==> config.mk <==
export PLATFORM = sky130hd
export DESIGN_NAME = rcf_reset_cause
export DESIGN_NICKNAME = d
export VERILOG_FILES = /design/src/rcf_pkg.sv /design/src/rcf_axil_slave.sv /design/src/rcf_reset_cause.sv
export SDC_FILE = /design/constraint.sdc
export NUM_CORES = 1
export LEC_CHECK = 0
export BUFFER_PORTS_ARGS = -buffer_cell sky130_fd_sc_hd__buf_2
export CORE_MARGIN = 2
export CORE_UTILIZATION = 45
export CTS_CLUSTER_SIZE = 12
export DETAILED_ROUTE_END_ITERATION = 10
export PLACE_DENSITY = 0.72
export SLEW_MARGIN = 15
export SYNTH_ARGS = -nofsm -noshare
export SYNTH_HDL_FRONTEND = slang
export SYNTH_HIERARCHICAL = 1
export SYNTH_SLANG_ARGS = --single-unit
==> constraint.sdc <==
create_clock -name CLOCK_I -period 1.6 [get_ports CLOCK_I]
set_input_delay 0.16 -clock CLOCK_I [delete_from_list [all_inputs] [get_ports CLOCK_I]]
set_output_delay 0.16 -clock CLOCK_I [all_outputs]
set_load 0.01 [all_outputs]
==> src/rcf_pkg.sv <==
package rcf_pkg;

    // Register map, byte addresses
    localparam logic [3:0] CAUSE_ADDR = 4'h0;
    localparam int unsigned ADDR_W = 4;

    // Field positions inside the reset cause register
    localparam int unsigned HV_BIT    = 29;
    localparam int unsigned CMR_BIT   = 9;
    localparam int unsigned VREG_BIT  = 8;
    localparam int unsigned PIN_BIT   = 7;
    localparam int unsigned SW_BIT    = 6;
    localparam int unsigned WDT_BIT   = 4;
    localparam int unsigned SLEEP_BIT = 3;
    localparam int unsigned IDLE_BIT  = 2;
    localparam int unsigned BO_BIT    = 1;
    localparam int unsigned POR_BIT   = 0;

    // Implemented bits and the power-on value
    localparam logic [31:0] IMPL_MASK  = 32'h2000_03DF;
    localparam logic [31:0] FLAG_MASK  = 32'h2000_02DF;
    localparam logic [31:0] RESET_VAL  = 32'h0000_0003;

    // AXI responses
    localparam logic [1:0] RESP_OKAY   = 2'h0;
    localparam logic [1:0] RESP_SLVERR = 2'h2;

    // Hardware cause events, one-cycle pulses
    typedef struct packed {
        logic high_voltage_detect;
        logic config_mismatch;
        logic master_clear_pin;
        logic software_reset;
        logic watchdog_timeout;
        logic sleep_wake;
        logic idle_wake;
        logic brownout;
        logic power_on;
    } rcf_events_t;

endpackage

==> src/rcf_axil_slave.sv <==
`timescale 1ns/1ps
`default_nettype none

// AXI4-Lite single-register slave port: accepts address and data in
// either order, gives one write strobe, answers reads from rd_data_i.
module rcf_axil_slave
(
    input  wire logic                      clock_i,
    input  wire logic                      reset_i,
    input  wire logic [rcf_pkg::ADDR_W-1:0] awaddr_i,
    input  wire logic                      awvalid_i,
    output logic                           awready_o,
    input  wire logic [31:0]               wdata_i,
    input  wire logic [3:0]                wstrb_i,
    input  wire logic                      wvalid_i,
    output logic                           wready_o,
    output logic [1:0]                     bresp_o,
    output logic                           bvalid_o,
    input  wire logic                      bready_i,
    input  wire logic [rcf_pkg::ADDR_W-1:0] araddr_i,
    input  wire logic                      arvalid_i,
    output logic                           arready_o,
    output logic [31:0]                    rdata_o,
    output logic [1:0]                     rresp_o,
    output logic                           rvalid_o,
    input  wire logic                      rready_i,
    output logic                           wr_en_o,
    output logic [31:0]                    wr_data_o,
    output logic [3:0]                     wr_strb_o,
    input  wire logic [31:0]               rd_data_i
);

    logic                      aw_full_q;
    logic [rcf_pkg::ADDR_W-1:0] aw_addr_q;
    logic                      w_full_q;
    logic [31:0]               w_data_q;
    logic [3:0]                w_strb_q;
    logic                      do_write;

    // Each channel holds one item until the response is taken
    assign awready_o = !aw_full_q && !bvalid_o;
    assign wready_o  = !w_full_q && !bvalid_o;
    assign arready_o = !rvalid_o;
    assign do_write  = aw_full_q && w_full_q && !bvalid_o;

    // Write strobe to the register file
    assign wr_en_o   = do_write && (aw_addr_q == rcf_pkg::CAUSE_ADDR);
    assign wr_data_o = w_data_q;
    assign wr_strb_o = w_strb_q;

    // Write address and data capture
    always_ff @(posedge clock_i)
    begin
        if (reset_i)
        begin
            aw_full_q <= 1'b0;
            w_full_q  <= 1'b0;
            aw_addr_q <= '0;
            w_data_q  <= 32'h0000_0000;
            w_strb_q  <= 4'h0;
        end
        else
        begin
            if (awvalid_i && awready_o)
            begin
                aw_full_q <= 1'b1;
                aw_addr_q <= awaddr_i;
            end
            else if (do_write)
                aw_full_q <= 1'b0;
            if (wvalid_i && wready_o)
            begin
                w_full_q <= 1'b1;
                w_data_q <= wdata_i;
                w_strb_q <= wstrb_i;
            end
            else if (do_write)
                w_full_q <= 1'b0;
        end
    end

    // Write response; unmapped addresses get SLVERR
    always_ff @(posedge clock_i)
    begin
        if (reset_i)
        begin
            bvalid_o <= 1'b0;
            bresp_o  <= rcf_pkg::RESP_OKAY;
        end
        else if (do_write)
        begin
            bvalid_o <= 1'b1;
            bresp_o  <= (aw_addr_q == rcf_pkg::CAUSE_ADDR) ?
                        rcf_pkg::RESP_OKAY : rcf_pkg::RESP_SLVERR;
        end
        else if (bready_i)
            bvalid_o <= 1'b0;
    end

    // Read channel, one cycle after the address is taken
    always_ff @(posedge clock_i)
    begin
        if (reset_i)
        begin
            rvalid_o <= 1'b0;
            rdata_o  <= 32'h0000_0000;
            rresp_o  <= rcf_pkg::RESP_OKAY;
        end
        else if (arvalid_i && arready_o)
        begin
            rvalid_o <= 1'b1;
            if (araddr_i == rcf_pkg::CAUSE_ADDR)
            begin
                rdata_o <= rd_data_i;
                rresp_o <= rcf_pkg::RESP_OKAY;
            end
            else
            begin
                rdata_o <= 32'h0000_0000;
                rresp_o <= rcf_pkg::RESP_SLVERR;
            end
        end
        else if (rready_i)
            rvalid_o <= 1'b0;
    end

endmodule

`default_nettype wire

==> src/rcf_reset_cause.sv <==
`timescale 1ns/1ps
`default_nettype none

// Functional notes
// High-voltage detect sets bit 29; clear otherwise.
// Configuration mismatch reset sets bit 9.
// Bit 8 keeps regulator on in Sleep when 1; resets to 0.
// Master clear pin reset sets bit 7.
// Software reset sets bit 6.
// Watchdog time-out sets bit 4.
// Wake from Sleep sets bit 3.
// Wake from Idle sets bit 2.
// Brown-out sets bit 1; reads 1 after power-on.
// Power-on sets bit 0; reads 1 after power-on, others but bit 1 read 0.
// Flags set only by hardware, cleared by software writing 0.
// Software clears brown-out and power-on flags after reading.
// Bits 31-30, 28-10 and 5 read 0, ignore writes.
// New causes add to flags already set.
module rcf_reset_cause
(
    input  wire logic                       CLOCK_I,
    input  wire logic                       RESET_I,
    input  wire rcf_pkg::rcf_events_t       EVENTS_I,
    output logic                            REG_STANDBY_ON_O,
    input  wire logic [rcf_pkg::ADDR_W-1:0] S_AXI_AWADDR_I,
    input  wire logic                       S_AXI_AWVALID_I,
    output logic                            S_AXI_AWREADY_O,
    input  wire logic [31:0]                S_AXI_WDATA_I,
    input  wire logic [3:0]                 S_AXI_WSTRB_I,
    input  wire logic                       S_AXI_WVALID_I,
    output logic                            S_AXI_WREADY_O,
    output logic [1:0]                      S_AXI_BRESP_O,
    output logic                            S_AXI_BVALID_O,
    input  wire logic                       S_AXI_BREADY_I,
    input  wire logic [rcf_pkg::ADDR_W-1:0] S_AXI_ARADDR_I,
    input  wire logic                       S_AXI_ARVALID_I,
    output logic                            S_AXI_ARREADY_O,
    output logic [31:0]                     S_AXI_RDATA_O,
    output logic [1:0]                      S_AXI_RRESP_O,
    output logic                            S_AXI_RVALID_O,
    input  wire logic                       S_AXI_RREADY_I
);

    logic        wr_en;
    logic [31:0] wr_data;
    logic [3:0]  wr_strb;
    logic [31:0] cause_q;
    logic [31:0] cause_d;
    logic [31:0] set_vec;
    logic [31:0] wr_mask;
    logic [31:0] rd_data;

    // Expand byte strobes to a bit mask
    function automatic logic [31:0] strb_mask(input logic [3:0] s);
        strb_mask = {{8{s[3]}}, {8{s[2]}}, {8{s[1]}}, {8{s[0]}}};
    endfunction

    rcf_axil_slave u_bus
    (
        .clock_i   (CLOCK_I),
        .reset_i   (RESET_I),
        .awaddr_i  (S_AXI_AWADDR_I),
        .awvalid_i (S_AXI_AWVALID_I),
        .awready_o (S_AXI_AWREADY_O),
        .wdata_i   (S_AXI_WDATA_I),
        .wstrb_i   (S_AXI_WSTRB_I),
        .wvalid_i  (S_AXI_WVALID_I),
        .wready_o  (S_AXI_WREADY_O),
        .bresp_o   (S_AXI_BRESP_O),
        .bvalid_o  (S_AXI_BVALID_O),
        .bready_i  (S_AXI_BREADY_I),
        .araddr_i  (S_AXI_ARADDR_I),
        .arvalid_i (S_AXI_ARVALID_I),
        .arready_o (S_AXI_ARREADY_O),
        .rdata_o   (S_AXI_RDATA_O),
        .rresp_o   (S_AXI_RRESP_O),
        .rvalid_o  (S_AXI_RVALID_O),
        .rready_i  (S_AXI_RREADY_I),
        .wr_en_o   (wr_en),
        .wr_data_o (wr_data),
        .wr_strb_o (wr_strb),
        .rd_data_i (rd_data)
    );

    // Map event pulses onto their flag positions
    always_comb
    begin
        set_vec = 32'h0000_0000;
        // high voltage
        set_vec[rcf_pkg::HV_BIT]    = EVENTS_I.high_voltage_detect;
        // config mismatch
        set_vec[rcf_pkg::CMR_BIT]   = EVENTS_I.config_mismatch;
        // pin reset
        set_vec[rcf_pkg::PIN_BIT]   = EVENTS_I.master_clear_pin;
        // software reset
        set_vec[rcf_pkg::SW_BIT]    = EVENTS_I.software_reset;
        // watchdog
        set_vec[rcf_pkg::WDT_BIT]   = EVENTS_I.watchdog_timeout;
        // sleep wake
        set_vec[rcf_pkg::SLEEP_BIT] = EVENTS_I.sleep_wake;
        // idle wake
        set_vec[rcf_pkg::IDLE_BIT]  = EVENTS_I.idle_wake;
        // brown-out
        set_vec[rcf_pkg::BO_BIT]    = EVENTS_I.brownout;
        // power-on
        set_vec[rcf_pkg::POR_BIT]   = EVENTS_I.power_on;
    end

    // Write mask limited to implemented bits
    // ignore unimplemented
    assign wr_mask = wr_en ? (strb_mask(wr_strb) & rcf_pkg::IMPL_MASK)
                           : 32'h0000_0000;

    // Next value: flags only clear by a 0 write, set always wins.
    // A 1 written to a flag cannot fake an event.
    always_comb
    begin
        cause_d = cause_q;
        // software clears flags
        cause_d = cause_d & ~(wr_mask & rcf_pkg::FLAG_MASK & ~wr_data);
        // standby control is plain read/write
        cause_d[rcf_pkg::VREG_BIT] = wr_mask[rcf_pkg::VREG_BIT] ?
                                     wr_data[rcf_pkg::VREG_BIT] :
                                     cause_q[rcf_pkg::VREG_BIT];
        // accumulate causes
        cause_d = cause_d | (set_vec & rcf_pkg::FLAG_MASK);
    end

    // Cause register; power-on value has brown-out and power-on set
    always_ff @(posedge CLOCK_I)
    begin
        // power-on value
        if (RESET_I)
            cause_q <= rcf_pkg::RESET_VAL;
        else
            cause_q <= cause_d;
    end

    // read zeros in gaps
    assign rd_data = cause_q & rcf_pkg::IMPL_MASK;

    // regulator control
    assign REG_STANDBY_ON_O = cause_q[rcf_pkg::VREG_BIT];
endmodule

`default_nettype wire
=== Word-level counts from Yosys, hierarchy flattened ===
Index checks and enable logic that the tools add are counted.

* Flip-flop bits (word level): 112
* Input bits: 60
* Output and inout bits: 42
* Logic and storage cells: 46

* Muxes and demuxes: 12
* Bitwise gates (word level): 5
* Reductions and logical operators: 18

{| class="wikitable"
|+ Operators by type and width
! cell !! count
|-
| 32-bit NOT || 2
|-
| 30-bit two-way mux || 2
|-
| 30-bit by 32-bit bitwise AND with 32-bit output || 1
|-
| 32-bit bitwise AND || 1
|-
| 32-bit by 30-bit bitwise OR with 32-bit output || 1
|-
| 1-bit logical AND || 8
|-
| 4-bit logical NOT || 2
|-
| 1-bit two-way mux || 8
|-
| 2-bit nonzero test || 4
|-
| 1-bit logical NOT || 4
|-
| 2-bit two-way mux || 2
|}

=== Logic depth before layout (Yosys ltp) ===
Gate-level depths: netlist of run 1.

* Word-level depth: 8
* Mapped depth: 6
* Depth with buffers taken out: 4

=== Modules after synthesis ===
Netlist of run 1, hierarchy kept.

{| class="wikitable"
|+ Modules (own cells, without submodules)
! module !! instances !! cells an instance !! area each (um^2) !! seq. area each (um^2)
|-
| rcf_axil_slave || 1 || 277 || 2685.1 || 1561.5
|-
| rcf_reset_cause || 1 || 41 || 377.9 || 200.2
|}

=== Worst setup path after synthesis of run 1 ===
OpenSTA, ideal clock, no wires.

* Kind: flip-flop to flip-flop
* Start point: register u_bus.bvalid_o
* End point: register cause_q[0]
* Library setup time: 0.120 ns
* Data arrival time: 1.313 ns
* Data required time: 1.480 ns
* Setup slack: 0.167 ns
* Stages on the path, launching flop included: 6
* Path buffers: 1
* Period minus slack after synthesis: 1.433 ns
* Cell sequence: dfxtp_1 -> buf_2 -> nor2b_1 -> and3_1 -> nand3b_1 -> a211o_1

* Cells in the longest elaborated chain, start to end: 8

{| class="wikitable"
|+ RTL lines
! element !! RTL line !! RTL
|-
| start, declared || rcf_axil_slave.sv:18 || <nowiki>output logic bvalid_o,</nowiki>
|-
| start signal, assigned || rcf_axil_slave.sv:87 || <nowiki>bvalid_o <= 1'b0;</nowiki>
|-
| start signal, assigned || rcf_axil_slave.sv:92 || <nowiki>bvalid_o <= 1'b1;</nowiki>
|-
| start signal, assigned || rcf_axil_slave.sv:97 || <nowiki>bvalid_o <= 1'b0;</nowiki>
|-
| 1-bit logical NOT || rcf_axil_slave.sv:44 || <nowiki>assign do_write = aw_full_q && w_full_q && !bvalid_o;</nowiki>
|-
| 1-bit logical AND || rcf_axil_slave.sv:44 ||
|-
| 1-bit logical AND || rcf_axil_slave.sv:47 || <nowiki>assign wr_en_o = do_write && (aw_addr_q == rcf_pkg::CAUSE_ADDR);</nowiki>
|-
| named net wr_en || rcf_reset_cause.sv:44 || <nowiki>logic wr_en;</nowiki>
|-
| 30-bit two-way mux || rcf_reset_cause.sv:111 || <nowiki>assign wr_mask = wr_en ? (strb_mask(wr_strb) & rcf_pkg::IMPL_MASK)</nowiki>
|-
| 30-bit by 32-bit bitwise AND with 32-bit output || rcf_reset_cause.sv:120 || <nowiki>cause_d = cause_d & ~(wr_mask & rcf_pkg::FLAG_MASK & ~wr_data);</nowiki>
|-
| 32-bit NOT || rcf_reset_cause.sv:120 ||
|-
| 32-bit bitwise AND || rcf_reset_cause.sv:120 ||
|-
| 32-bit by 30-bit bitwise OR with 32-bit output || rcf_reset_cause.sv:126 || <nowiki>cause_d = cause_d | (set_vec & rcf_pkg::FLAG_MASK);</nowiki>
|-
| end signal, assigned || rcf_reset_cause.sv:134 || <nowiki>cause_q <= rcf_pkg::RESET_VAL;</nowiki>
|-
| end signal, assigned || rcf_reset_cause.sv:136 || <nowiki>cause_q <= cause_d;</nowiki>
|-
| end, declared || rcf_reset_cause.sv:47 || <nowiki>logic [31:0] cause_q;</nowiki>
|}

The timed path passes the listed nets, and every way through them passes these cells.
A chain may end at the register's enable or synchronous reset.

=== Final worst setup path of run 1 ===
* Start point: register u_bus/aw_addr_q[3] in the netlist's numbering
* End point: register cause_q[1]

* Cells in the longest elaborated chain, start to end: 7

{| class="wikitable"
|+ RTL lines
! element !! RTL line !! RTL
|-
| start, declared || rcf_axil_slave.sv:34 || <nowiki>logic [rcf_pkg::ADDR_W-1:0] aw_addr_q;</nowiki>
|-
| start signal, assigned || rcf_axil_slave.sv:67 || <nowiki>aw_addr_q <= awaddr_i;</nowiki>
|-
| 4-bit logical NOT || rcf_axil_slave.sv:47 ||
|-
| 1-bit logical AND || rcf_axil_slave.sv:47 ||
|-
| named net wr_en || rcf_reset_cause.sv:44 ||
|-
| 30-bit two-way mux || rcf_reset_cause.sv:111 ||
|-
| 30-bit by 32-bit bitwise AND with 32-bit output || rcf_reset_cause.sv:120 ||
|-
| 32-bit NOT || rcf_reset_cause.sv:120 ||
|-
| 32-bit bitwise AND || rcf_reset_cause.sv:120 ||
|-
| 32-bit by 30-bit bitwise OR with 32-bit output || rcf_reset_cause.sv:126 ||
|}

The timed path passes the listed nets, and every way through them passes these cells.

==> flow_metrics.env, run 1 <==
export IMPL_clock_skew_ns=0.005391
export IMPL_drv_cap=0
export IMPL_critPathMaxFanout=6
export IMPL_diodes=0
export IMPL_status="complete, no violations"
export IMPL_antenna_found_initial=0
export IMPL_drive_above_1_share_pct=40.37
export IMPL_insertion_delay_ns=0.33
export IMPL_endpoint_kind="register"
export IMPL_final_setup_tns_ns=0
export IMPL_clkTransAtPathRegs_ns=0.07
export IMPL_die_h_um=75.72
export IMPL_clkSinkCount=65
export IMPL_drtIter0Drc=38
export IMPL_pre_cts_slack_ns=0.01313
export IMPL_hold_class="in -> reg"
export IMPL_setup_viol=0
export IMPL_track_usage_pct=16.63
export IMPL_clockBufferDepth=2
export IMPL_ir_worst_vdd_v=0.0005777
export IMPL_hold_violations=0
export IMPL_syn_area_per_cell_um2=10.24
export IMPL_maxSlewViolCount=0
export IMPL_dieArea_mm2=0.005734
export IMPL_final_util_pct=60.27
export IMPL_dp_cells=380
export IMPL_std_cell_rows=26
export IMPL_fin_nets=382
export IMPL_max_freq_ghz=0.7243
export IMPL_critPathArrivalTime_ns=1.60
export IMPL_h_tree_depth=3
export IMPL_core_mm2=0.005042
export IMPL_cts_buffers=9
export IMPL_worst_slack_ns=0.2193
export IMPL_nFillCells=439
export IMPL_vias=1814
export IMPL_area_growth_pct=31.30
export IMPL_whs_ns=0.01533
export IMPL_fin_cells=397
export IMPL_drc=0
export IMPL_syn_inst=226
export IMPL_fin_area_mm2=0.003039
export IMPL_final_cell_mix="buf_2, dfxtp_1, nand2_1, a22o_2"
export IMPL_dieWidth_um=75.72
export IMPL_cts_tree="yes"
export IMPL_dr_pass1_iters=4
export IMPL_grt_pass1_vias=1577
export IMPL_synth_area_mm2=0.002315
export IMPL_wire_per_inst_um=11.29
export IMPL_io_pins=102
export IMPL_port_buffers=76
export IMPL_post_route_min_period_ns=1.381
export IMPL_clock_root_buffer="clkbuf_8"
export IMPL_gp_congestion=0.7414
export IMPL_power_mw=3.481
export IMPL_grt_max_degree=35
export IMPL_min_period_over_period_pct=86.29
export IMPL_place_area_mm2=0.002804
export IMPL_initial_core_util_pct=45.91
export IMPL_vias_per_cell=4.569
export IMPL_hpwl_mm=3.117
export IMPL_grt_ovfl_total=0
export IMPL_worstPathRequired_ns=1.82
export IMPL_routed_wl_mm=4.481
export IMPL_ant_nets=0
export IMPL_layout_commonest_cell="buf_2"
export IMPL_leakage_nw=1.439
export IMPL_grt_pass1_wl_mm=6.962
export IMPL_start_kind="register"
export IMPL_post_cts_buffers=0
export IMPL_ys_warn_count=6
export IMPL_rsz0062_at_grt="no"
export IMPL_critical_path_class="reg -> reg"
export IMPL_power_density_mw_per_mm2=1145
-- worst paths after layout --
path / start / depth (start not counted) / to / slack [ns]
worst max register to register: u_bus/aw_addr_q[3]$_SDFFE_PP0P_ / 4 / cause_q[1]$_SDFF_PP1_ / 0.22
worst min-delay path: EVENTS_I[0] / 2 / cause_q[0]$_SDFF_PP1_ / 0.02
worst min register to register: u_bus/wr_strb_o[3]$_SDFFE_PP0P_ / 1 / cause_q[29]$_SDFF_PP0_ / 0.46
worst max-delay path: u_bus/aw_addr_q[3]$_SDFFE_PP0P_ / 4 / cause_q[1]$_SDFF_PP1_ / 0.22
-- critical path, stage by stage, from the launching register on --
cell and delay [ns]:
dfxtp_1 0.31, nor4_1 0.24, and3_1 0.32, nand3b_1 0.12, a211o_1 0.29
-- layer usage --
metal	global-route usage [%]	up-vias	routed length (µm)
li1	-	956	-
met1	20.16	796	2111
met2	25.89	53	2073
met3	4.365	9	210
met4	11.11	0	85
met5	0	-	0
-- power by group --
group	switching (mW)	internal, mW
combinational	0.145	0.120
sequential	0.0383	1.68
clock	0.582	0.917
total	0.765	2.72
-- repair_timing --
| item | in CTS | in global routing |
|---|---|---|
| setup endpoints to repair | 0 | 13 |
| hold buffers | 1 | 0 |
| endpoints found under the hold margin | 1 | 0 |
| gates resized for setup | 0 | 1 |
-- layout make-up --
type                    count  area (µm²)  share of cell area, %
flip-flops and latches     65        1301                  42.82
multi-input cells         160       975.9                  32.11
repair buffers             85       450.4                  14.82
clock buffers              11       141.4                  4.652
well taps                  70       87.58                  2.882
clock inverters             5       78.83                  2.594
inverters                   1       3.754                 0.1235
-- sequential cells by signal (all words and copies together) (netlist names) --
name,count
cause_q,10
u_bus/wr_data_o,10
u_bus/rdata_o,32
u_bus/bvalid_o,1
u_bus/rvalid_o,1
u_bus/aw_full_q,1
u_bus/rresp_o,1
u_bus/bresp_o,1
u_bus/w_full_q,1
u_bus/wr_strb_o,3
u_bus/aw_addr_q,4
Note: power is estimated with default switching activity, not from simulation.
==> inputs of run 2 (changes only) <==
--- a/config.mk
+++ b/config.mk
@@ -11,6 +11,7 @@
 export CTS_CLUSTER_SIZE = 12
 export DETAILED_ROUTE_END_ITERATION = 10
 export PLACE_DENSITY = 0.72
+export SETUP_SLACK_MARGIN = 0.5
 export SLEW_MARGIN = 15
 export SYNTH_ARGS = -nofsm -noshare
 export SYNTH_HDL_FRONTEND = slang
==> run 2 against run 1 <==
  * Via count is 4.6% higher
  * Largest cell class unchanged
  * Critical path depth is the same
  * Highest routed layer unchanged
  * Register-to-register slack improved by 0.07 ns
  * Setup slack better by 0.070 ns
  * Die area unchanged
  * Clock-buffer cell count shrank 1
  * Combinational power up 29%
  * Total power up 1.8%
==> flow_metrics.env, run 2 (synthesis gave the netlist of run 1 again) <==
export IMPL_reg2reg_from="u_bus/aw_addr_q[3]$_SDFFE_PP0P_"
export IMPL_regMostFlops="u_bus/rdata_o"
export IMPL_power_density_mw_per_mm2=1090
export IMPL_status="complete, no violations"
export IMPL_insertion_delay_ns=0.33
export IMPL_nFillCells=430
export IMPL_antenna_found_initial=0
export IMPL_clock_skew_ns=0.007761
export IMPL_drtIter0Drc=43
export IMPL_endpoint_kind="register"
export IMPL_wire_per_inst_um=12.23
export IMPL_dr_pass1_iters=4
export IMPL_track_usage_pct=17.67
export IMPL_grt_ovfl_total=0
export IMPL_post_route_min_period_ns=1.311
export IMPL_clock_root_buffer="clkbuf_8"
export IMPL_vias=1898
export IMPL_setup_viol=0
export IMPL_port_buffers=76
export IMPL_hp_start="EVENTS_I[0]"
export IMPL_area_growth_pct=40.43
export IMPL_dieArea_mm2=0.005734
export IMPL_io_pins=102
export IMPL_min_period_over_period_pct=81.91
export IMPL_hold_violations=0
export IMPL_core_mm2=0.005042
export IMPL_start_kind="register"
export IMPL_grt_pass1_wl_mm=7.417
export IMPL_rr_worst_depth=4
export IMPL_maxSlewViolCount=0
export IMPL_regArea_mm2=0.001311
export IMPL_multiInputGateArea_mm2=0.001062
export IMPL_fin_nets=393
export IMPL_hold_end="cause_q[0]$_SDFF_PP1_"
export IMPL_power_mw=3.543
export IMPL_worstPathRequired_ns=1.82
export IMPL_critPathArrivalTime_ns=1.53
export IMPL_ant_nets=0
export IMPL_rrSetupSlack_ns=0.29
export IMPL_final_cell_mix="buf_2, dfxtp_1, nand2_1, a22o_2"
export IMPL_drive_above_1_share_pct=47.63
export IMPL_leakage_nw=1.522
export IMPL_die_h_um=75.72
export IMPL_ir_worst_vdd_v=0.0006636
export IMPL_grt_max_degree=35
export IMPL_drv_cap=0
export IMPL_diodes=0
export IMPL_largest_register_ff_count=32
export IMPL_routed_wl_mm=4.989
export IMPL_setup_worst_path_start="u_bus/aw_addr_q[3]$_SDFFE_PP0P_"
export IMPL_cts_tree="yes"
export IMPL_clkSinkCount=65
export IMPL_clockBufferDepth=2
export IMPL_rsz0062_at_grt="yes"
export IMPL_critPathMaxFanout=5
export IMPL_hpwl_mm=3.121
export IMPL_h_tree_depth=3
export IMPL_drc=0
export IMPL_max_freq_ghz=0.7630
export IMPL_vias_per_cell=4.652
export IMPL_whs_path_depth=2
export IMPL_rr_endpoint="cause_q[1]$_SDFF_PP1_"
export IMPL_initial_core_util_pct=45.91
export IMPL_cts_buffers=9
export IMPL_final_setup_tns_ns=0
export IMPL_critical_path_class="reg -> reg"
export IMPL_dieWidth_um=75.72
export IMPL_std_cell_rows=26
export IMPL_grt_pass1_vias=1600
export IMPL_hold_class="in -> reg"
export IMPL_gp_congestion=0.7157
export IMPL_clkTransAtPathRegs_ns=0.07
export IMPL_layout_commonest_cell="buf_2"
==> run 2: changes by cell type in the layout (fill, tap and decap cells not counted), sizes merged <==
cell / before / now
or3b: 1 / 2
buf: 84 / 93
clkinvlp: 0 / 1
==> run 2: worst max-delay path by stage <==
stage	cells past startpoint	slack [ns]	end
6_report	4	0.29	cause_q[1]$_SDFF_PP1_
4_1_cts	4	0.28	cause_q[0]$_SDFF_PP1_
3_3_place_gp	4	0.1	u_bus/rdata_o[3]$_SDFFE_PP0P_
5_1_grt	4	0.22	cause_q[0]$_SDFF_PP1_
3_5_place_dp	4	0.10	u_bus/rdata_o[1]$_SDFFE_PP0P_
2_1_floorplan	6	0.34	u_bus/wr_strb_o[0]$_SDFFE_PP0P_
==> run 2: final cells by class <==
cell class	instances	area share (%)
clock buffers	10	3.926
flip-flops and latches	65	40.34
multi-input cells	161	32.68
repair buffers	95	17.71
clock inverters	6	2.540
well taps	70	2.694
inverters	1	0.1155
==> run 2: routing by layer <==
layer	up-vias	GRT usage [%]	wire length, µm
met5	-	0	0
met2	52	27.54	2367
met1	856	21.77	2294
li1	981	-	-
met4	0	11.11	89
met3	9	4.497	237
==> run 2: what timing repair did <==
action	CTS	global route
hold endpoints to repair	1	0
hold buffers	1	0
endpoints found under the setup margin	63	51
pin swaps	9	3
gates resized for setup	16	8
buffers inserted	10	2
gates cloned	1	1
==> run 2: worst max-delay path, cell delays in order, from the launching register on <==
cell and delay, ns:
dfxtp_2 0.34, nor4_4 0.27, and3_4 0.25, nand3b_1 0.10, a211o_1 0.25
==> run 2: through the flow <==
step	std cells	area [µm²]	utilization (%)	hold slack, ns	setup slack [ns]
after floorplan	248	2445	-	0.2544	0.3424
after detailed placement	377	2801	55.56	0.3457	0.1008
after CTS	405	3182	63.10	0.0007327	0.2765
final	408	3251	64.47	0.01090	0.2894
after global routing	408	3251	64.47	0.009986	0.2246
after global placement	377	2801	55.56	0.3398	0.09753
==> run 2: power breakdown <==
| part | switching, mW | internal, mW | leakage (nW) |
|---|---|---|---|
| Clock | 0.605 | 0.869 | 0.106 |
| Sequential | 0.0488 | 1.68 | 0.533 |
| Combinational | 0.166 | 0.175 | 0.883 |
| Total | 0.819 | 2.72 | 1.52 |
==> inputs of run 3 (changes only) <==
==> constraint.sdc (replaced) <==
create_clock -name CLOCK_I -period 1.25 [get_ports CLOCK_I]
set_input_delay 0.125 -clock CLOCK_I [delete_from_list [all_inputs] [get_ports CLOCK_I]]
set_output_delay 0.125 -clock CLOCK_I [all_outputs]
set_load 0.01 [all_outputs]
==> run 3 against run 2 <==
  * The run now ends with hold timing, setup timing left
  * Via count grew 12%
  * Clock power grew 5%
  * Die area is the same
  * Largest power group unchanged
  * Global-route usage grew 3.2 points
  * Clock-buffer cell count grew 4
  * Total power grew 23%
  * Critical path depth is the same
  * Worst hold slack lost 0.039 ns
  * Highest routed layer unchanged
  * Sequential power grew 28%
==> flow_metrics.env, run 3 (synthesis gave the netlist of run 1 again) <==
export IMPL_critPathMaxFanout=5
export IMPL_gp_congestion=0.6950
export IMPL_final_cell_mix="buf_6, buf_2, dfxtp_2, buf_4, a22o_2"
export IMPL_violations="hold timing, setup timing"
export IMPL_fin_nets=421
export IMPL_seqPwrFrac_pct=50.7
export IMPL_pwr_share_clk_pct=35.3
export IMPL_cts_buffers=9
export IMPL_clock_root_buffer="clkbuf_8"
export IMPL_area_growth_pct=68.05
export IMPL_power_density_mw_per_mm2=1123
export IMPL_critical_path_max_stage_delay_ns=0.33
export IMPL_drv_cap=0
export IMPL_dr_pass1_iters=4
export IMPL_p_comb_share_pct=14.1
export IMPL_dieWidth_um=75.72
export IMPL_hold_violations=2
export IMPL_std_cell_rows=26
export IMPL_dp_cells=384
export IMPL_hpwl_mm=3.248
export IMPL_grt_ovfl_total=0
export IMPL_dieArea_mm2=0.005734
export IMPL_grt_pass1_vias=1834
export IMPL_start_kind="register"
export IMPL_clkTransAtPathRegs_ns=0.07
export IMPL_drive_above_1_share_pct=70.88
export IMPL_initial_core_util_pct=45.91
export IMPL_diodes=0
export IMPL_regMostFlops="u_bus/rdata_o"
export IMPL_grt_pass1_wl_mm=8.866
export IMPL_power_mw=4.368
export IMPL_hold_class="in -> reg"
export IMPL_vias=2120
export IMPL_ir_worst_vdd_v=0.0009752
export IMPL_whs_ns=-0.02834
export IMPL_setup_viol=9
export IMPL_clockBufferDepth=2
export IMPL_antenna_found_initial=0
export IMPL_wire_per_inst_um=14.29
export IMPL_worst_slack_ns=-0.07559
export IMPL_port_buffers=76
export IMPL_max_freq_ghz=0.7544
export IMPL_critPathArrivalTime_ns=1.55
export IMPL_leakage_nw=1.730
export IMPL_die_h_um=75.72
export IMPL_switchingPower_mw=1.095
export IMPL_track_usage_pct=20.84
export IMPL_worstPathRequired_ns=1.47
export IMPL_cts_tree="yes"
export IMPL_endpoint_kind="register"
export IMPL_rsz0062_at_grt="yes"
export IMPL_vias_per_cell=4.885
export IMPL_drc=0
export IMPL_largest_register_ff_count=32
export IMPL_internal_power_mw=3.273
export IMPL_fin_cells=434
export IMPL_core_mm2=0.005042
export IMPL_critical_path_class="reg -> reg"
export IMPL_sw_frac_of_total_pct=25.06
export IMPL_insertion_delay_ns=0.33
export IMPL_grt_max_degree=28
export IMPL_drtIter0Drc=59
export IMPL_maxSlewViolCount=0
export IMPL_ant_nets=0
export IMPL_final_util_pct=77.15
export IMPL_clock_skew_ns=0.005523
export IMPL_clkSinkCount=65
export IMPL_nFillCells=352
export IMPL_routed_wl_mm=6.201
export IMPL_min_period_over_period_pct=106.0
export IMPL_path_cells="nor4_4, and3_4, nand3b_1, a211o_1"
export IMPL_post_route_min_period_ns=1.326
export IMPL_io_pins=102
export IMPL_cp_slowest_cell="dfxtp_2"
export IMPL_h_tree_depth=3
export IMPL_layout_commonest_cell="buf_6"
export IMPL_status="finished with violations"
run 3: metal layers:
layer  up-vias  share of wire (%)  GRT usage [%]
met5         -                  0              0
met4         0                1.7          11.11
met3        12                4.4          4.630
met2        64                 52          34.59
met1      1005                 41          25.16
li1       1039                  -              -
run 3: final timing paths:
kind | startpoint | endpoint | slack [ns] | cells past startpoint
worst max-delay path | u_bus/aw_addr_q[2]$_SDFFE_PP0P_ | cause_q[1]$_SDFF_PP1_ | -0.08 | 4
worst min-delay path | EVENTS_I[0] | cause_q[0]$_SDFF_PP1_ | -0.03 | 2
worst max register to register | u_bus/aw_addr_q[2]$_SDFFE_PP0P_ | cause_q[1]$_SDFF_PP1_ | -0.08 | 4
worst min register to register | cause_q[1]$_SDFF_PP1_ | cause_q[1]$_SDFF_PP1_ | 0.47 | 1
run 3: what timing repair did:
item | in CTS | in global routing
gates resized for setup | 123 | 34
setup endpoints to repair | 105 | 105
hold endpoints to repair | 2 | 2
setup buffers | 21 | 10
gates cloned | 4 | 1
pin swaps | 53 | 22
run 3: per-stage QoR:
step | cell area, µm² | worst slack (ns) | setup TNS, ns
2_1_floorplan | 2479 | -0.005636 | -0.03862
3_3_place_gp | 2877 | -0.06504 | -1.710
3_5_place_dp | 2877 | -0.07881 | -1.930
4_1_cts | 3672 | -0.06014 | -0.1010
5_1_grt | 3890 | -0.1223 | -0.5282
6_report | 3890 | -0.07559 | -0.2301
run 3: cell type report:
type	instances	area [µm²]	share of cell area, %
Timing Repair Buffer	120	1025	26.34
Multi-Input combinational cell	164	1252	32.20
Inverter	1	3.754	0.09649
Sequential cell	65	1359	34.93
Clock buffer	14	162.7	4.181
Tap cell	70	87.58	2.252
run 3: critical path, delay by kind of cell, from the launching register on:
kind             cells  cell delay, ns
AND/OR/NAND/NOR      3            0.63
AO/OA/AOI/OAI        1            0.25
flip-flops           1            0.33
run 3: power by group through the flow:
stage	Clock [mW]	Combinational, mW	Sequential (mW)
4_1_cts	1.56	0.512	2.20
3_5_place_dp	0	0.365	2.24
6_report	1.54	0.614	2.21
5_1_grt	1.67	0.656	2.22
3_3_place_gp	0	0.358	2.24
2_1_floorplan	0	0.256	2.24
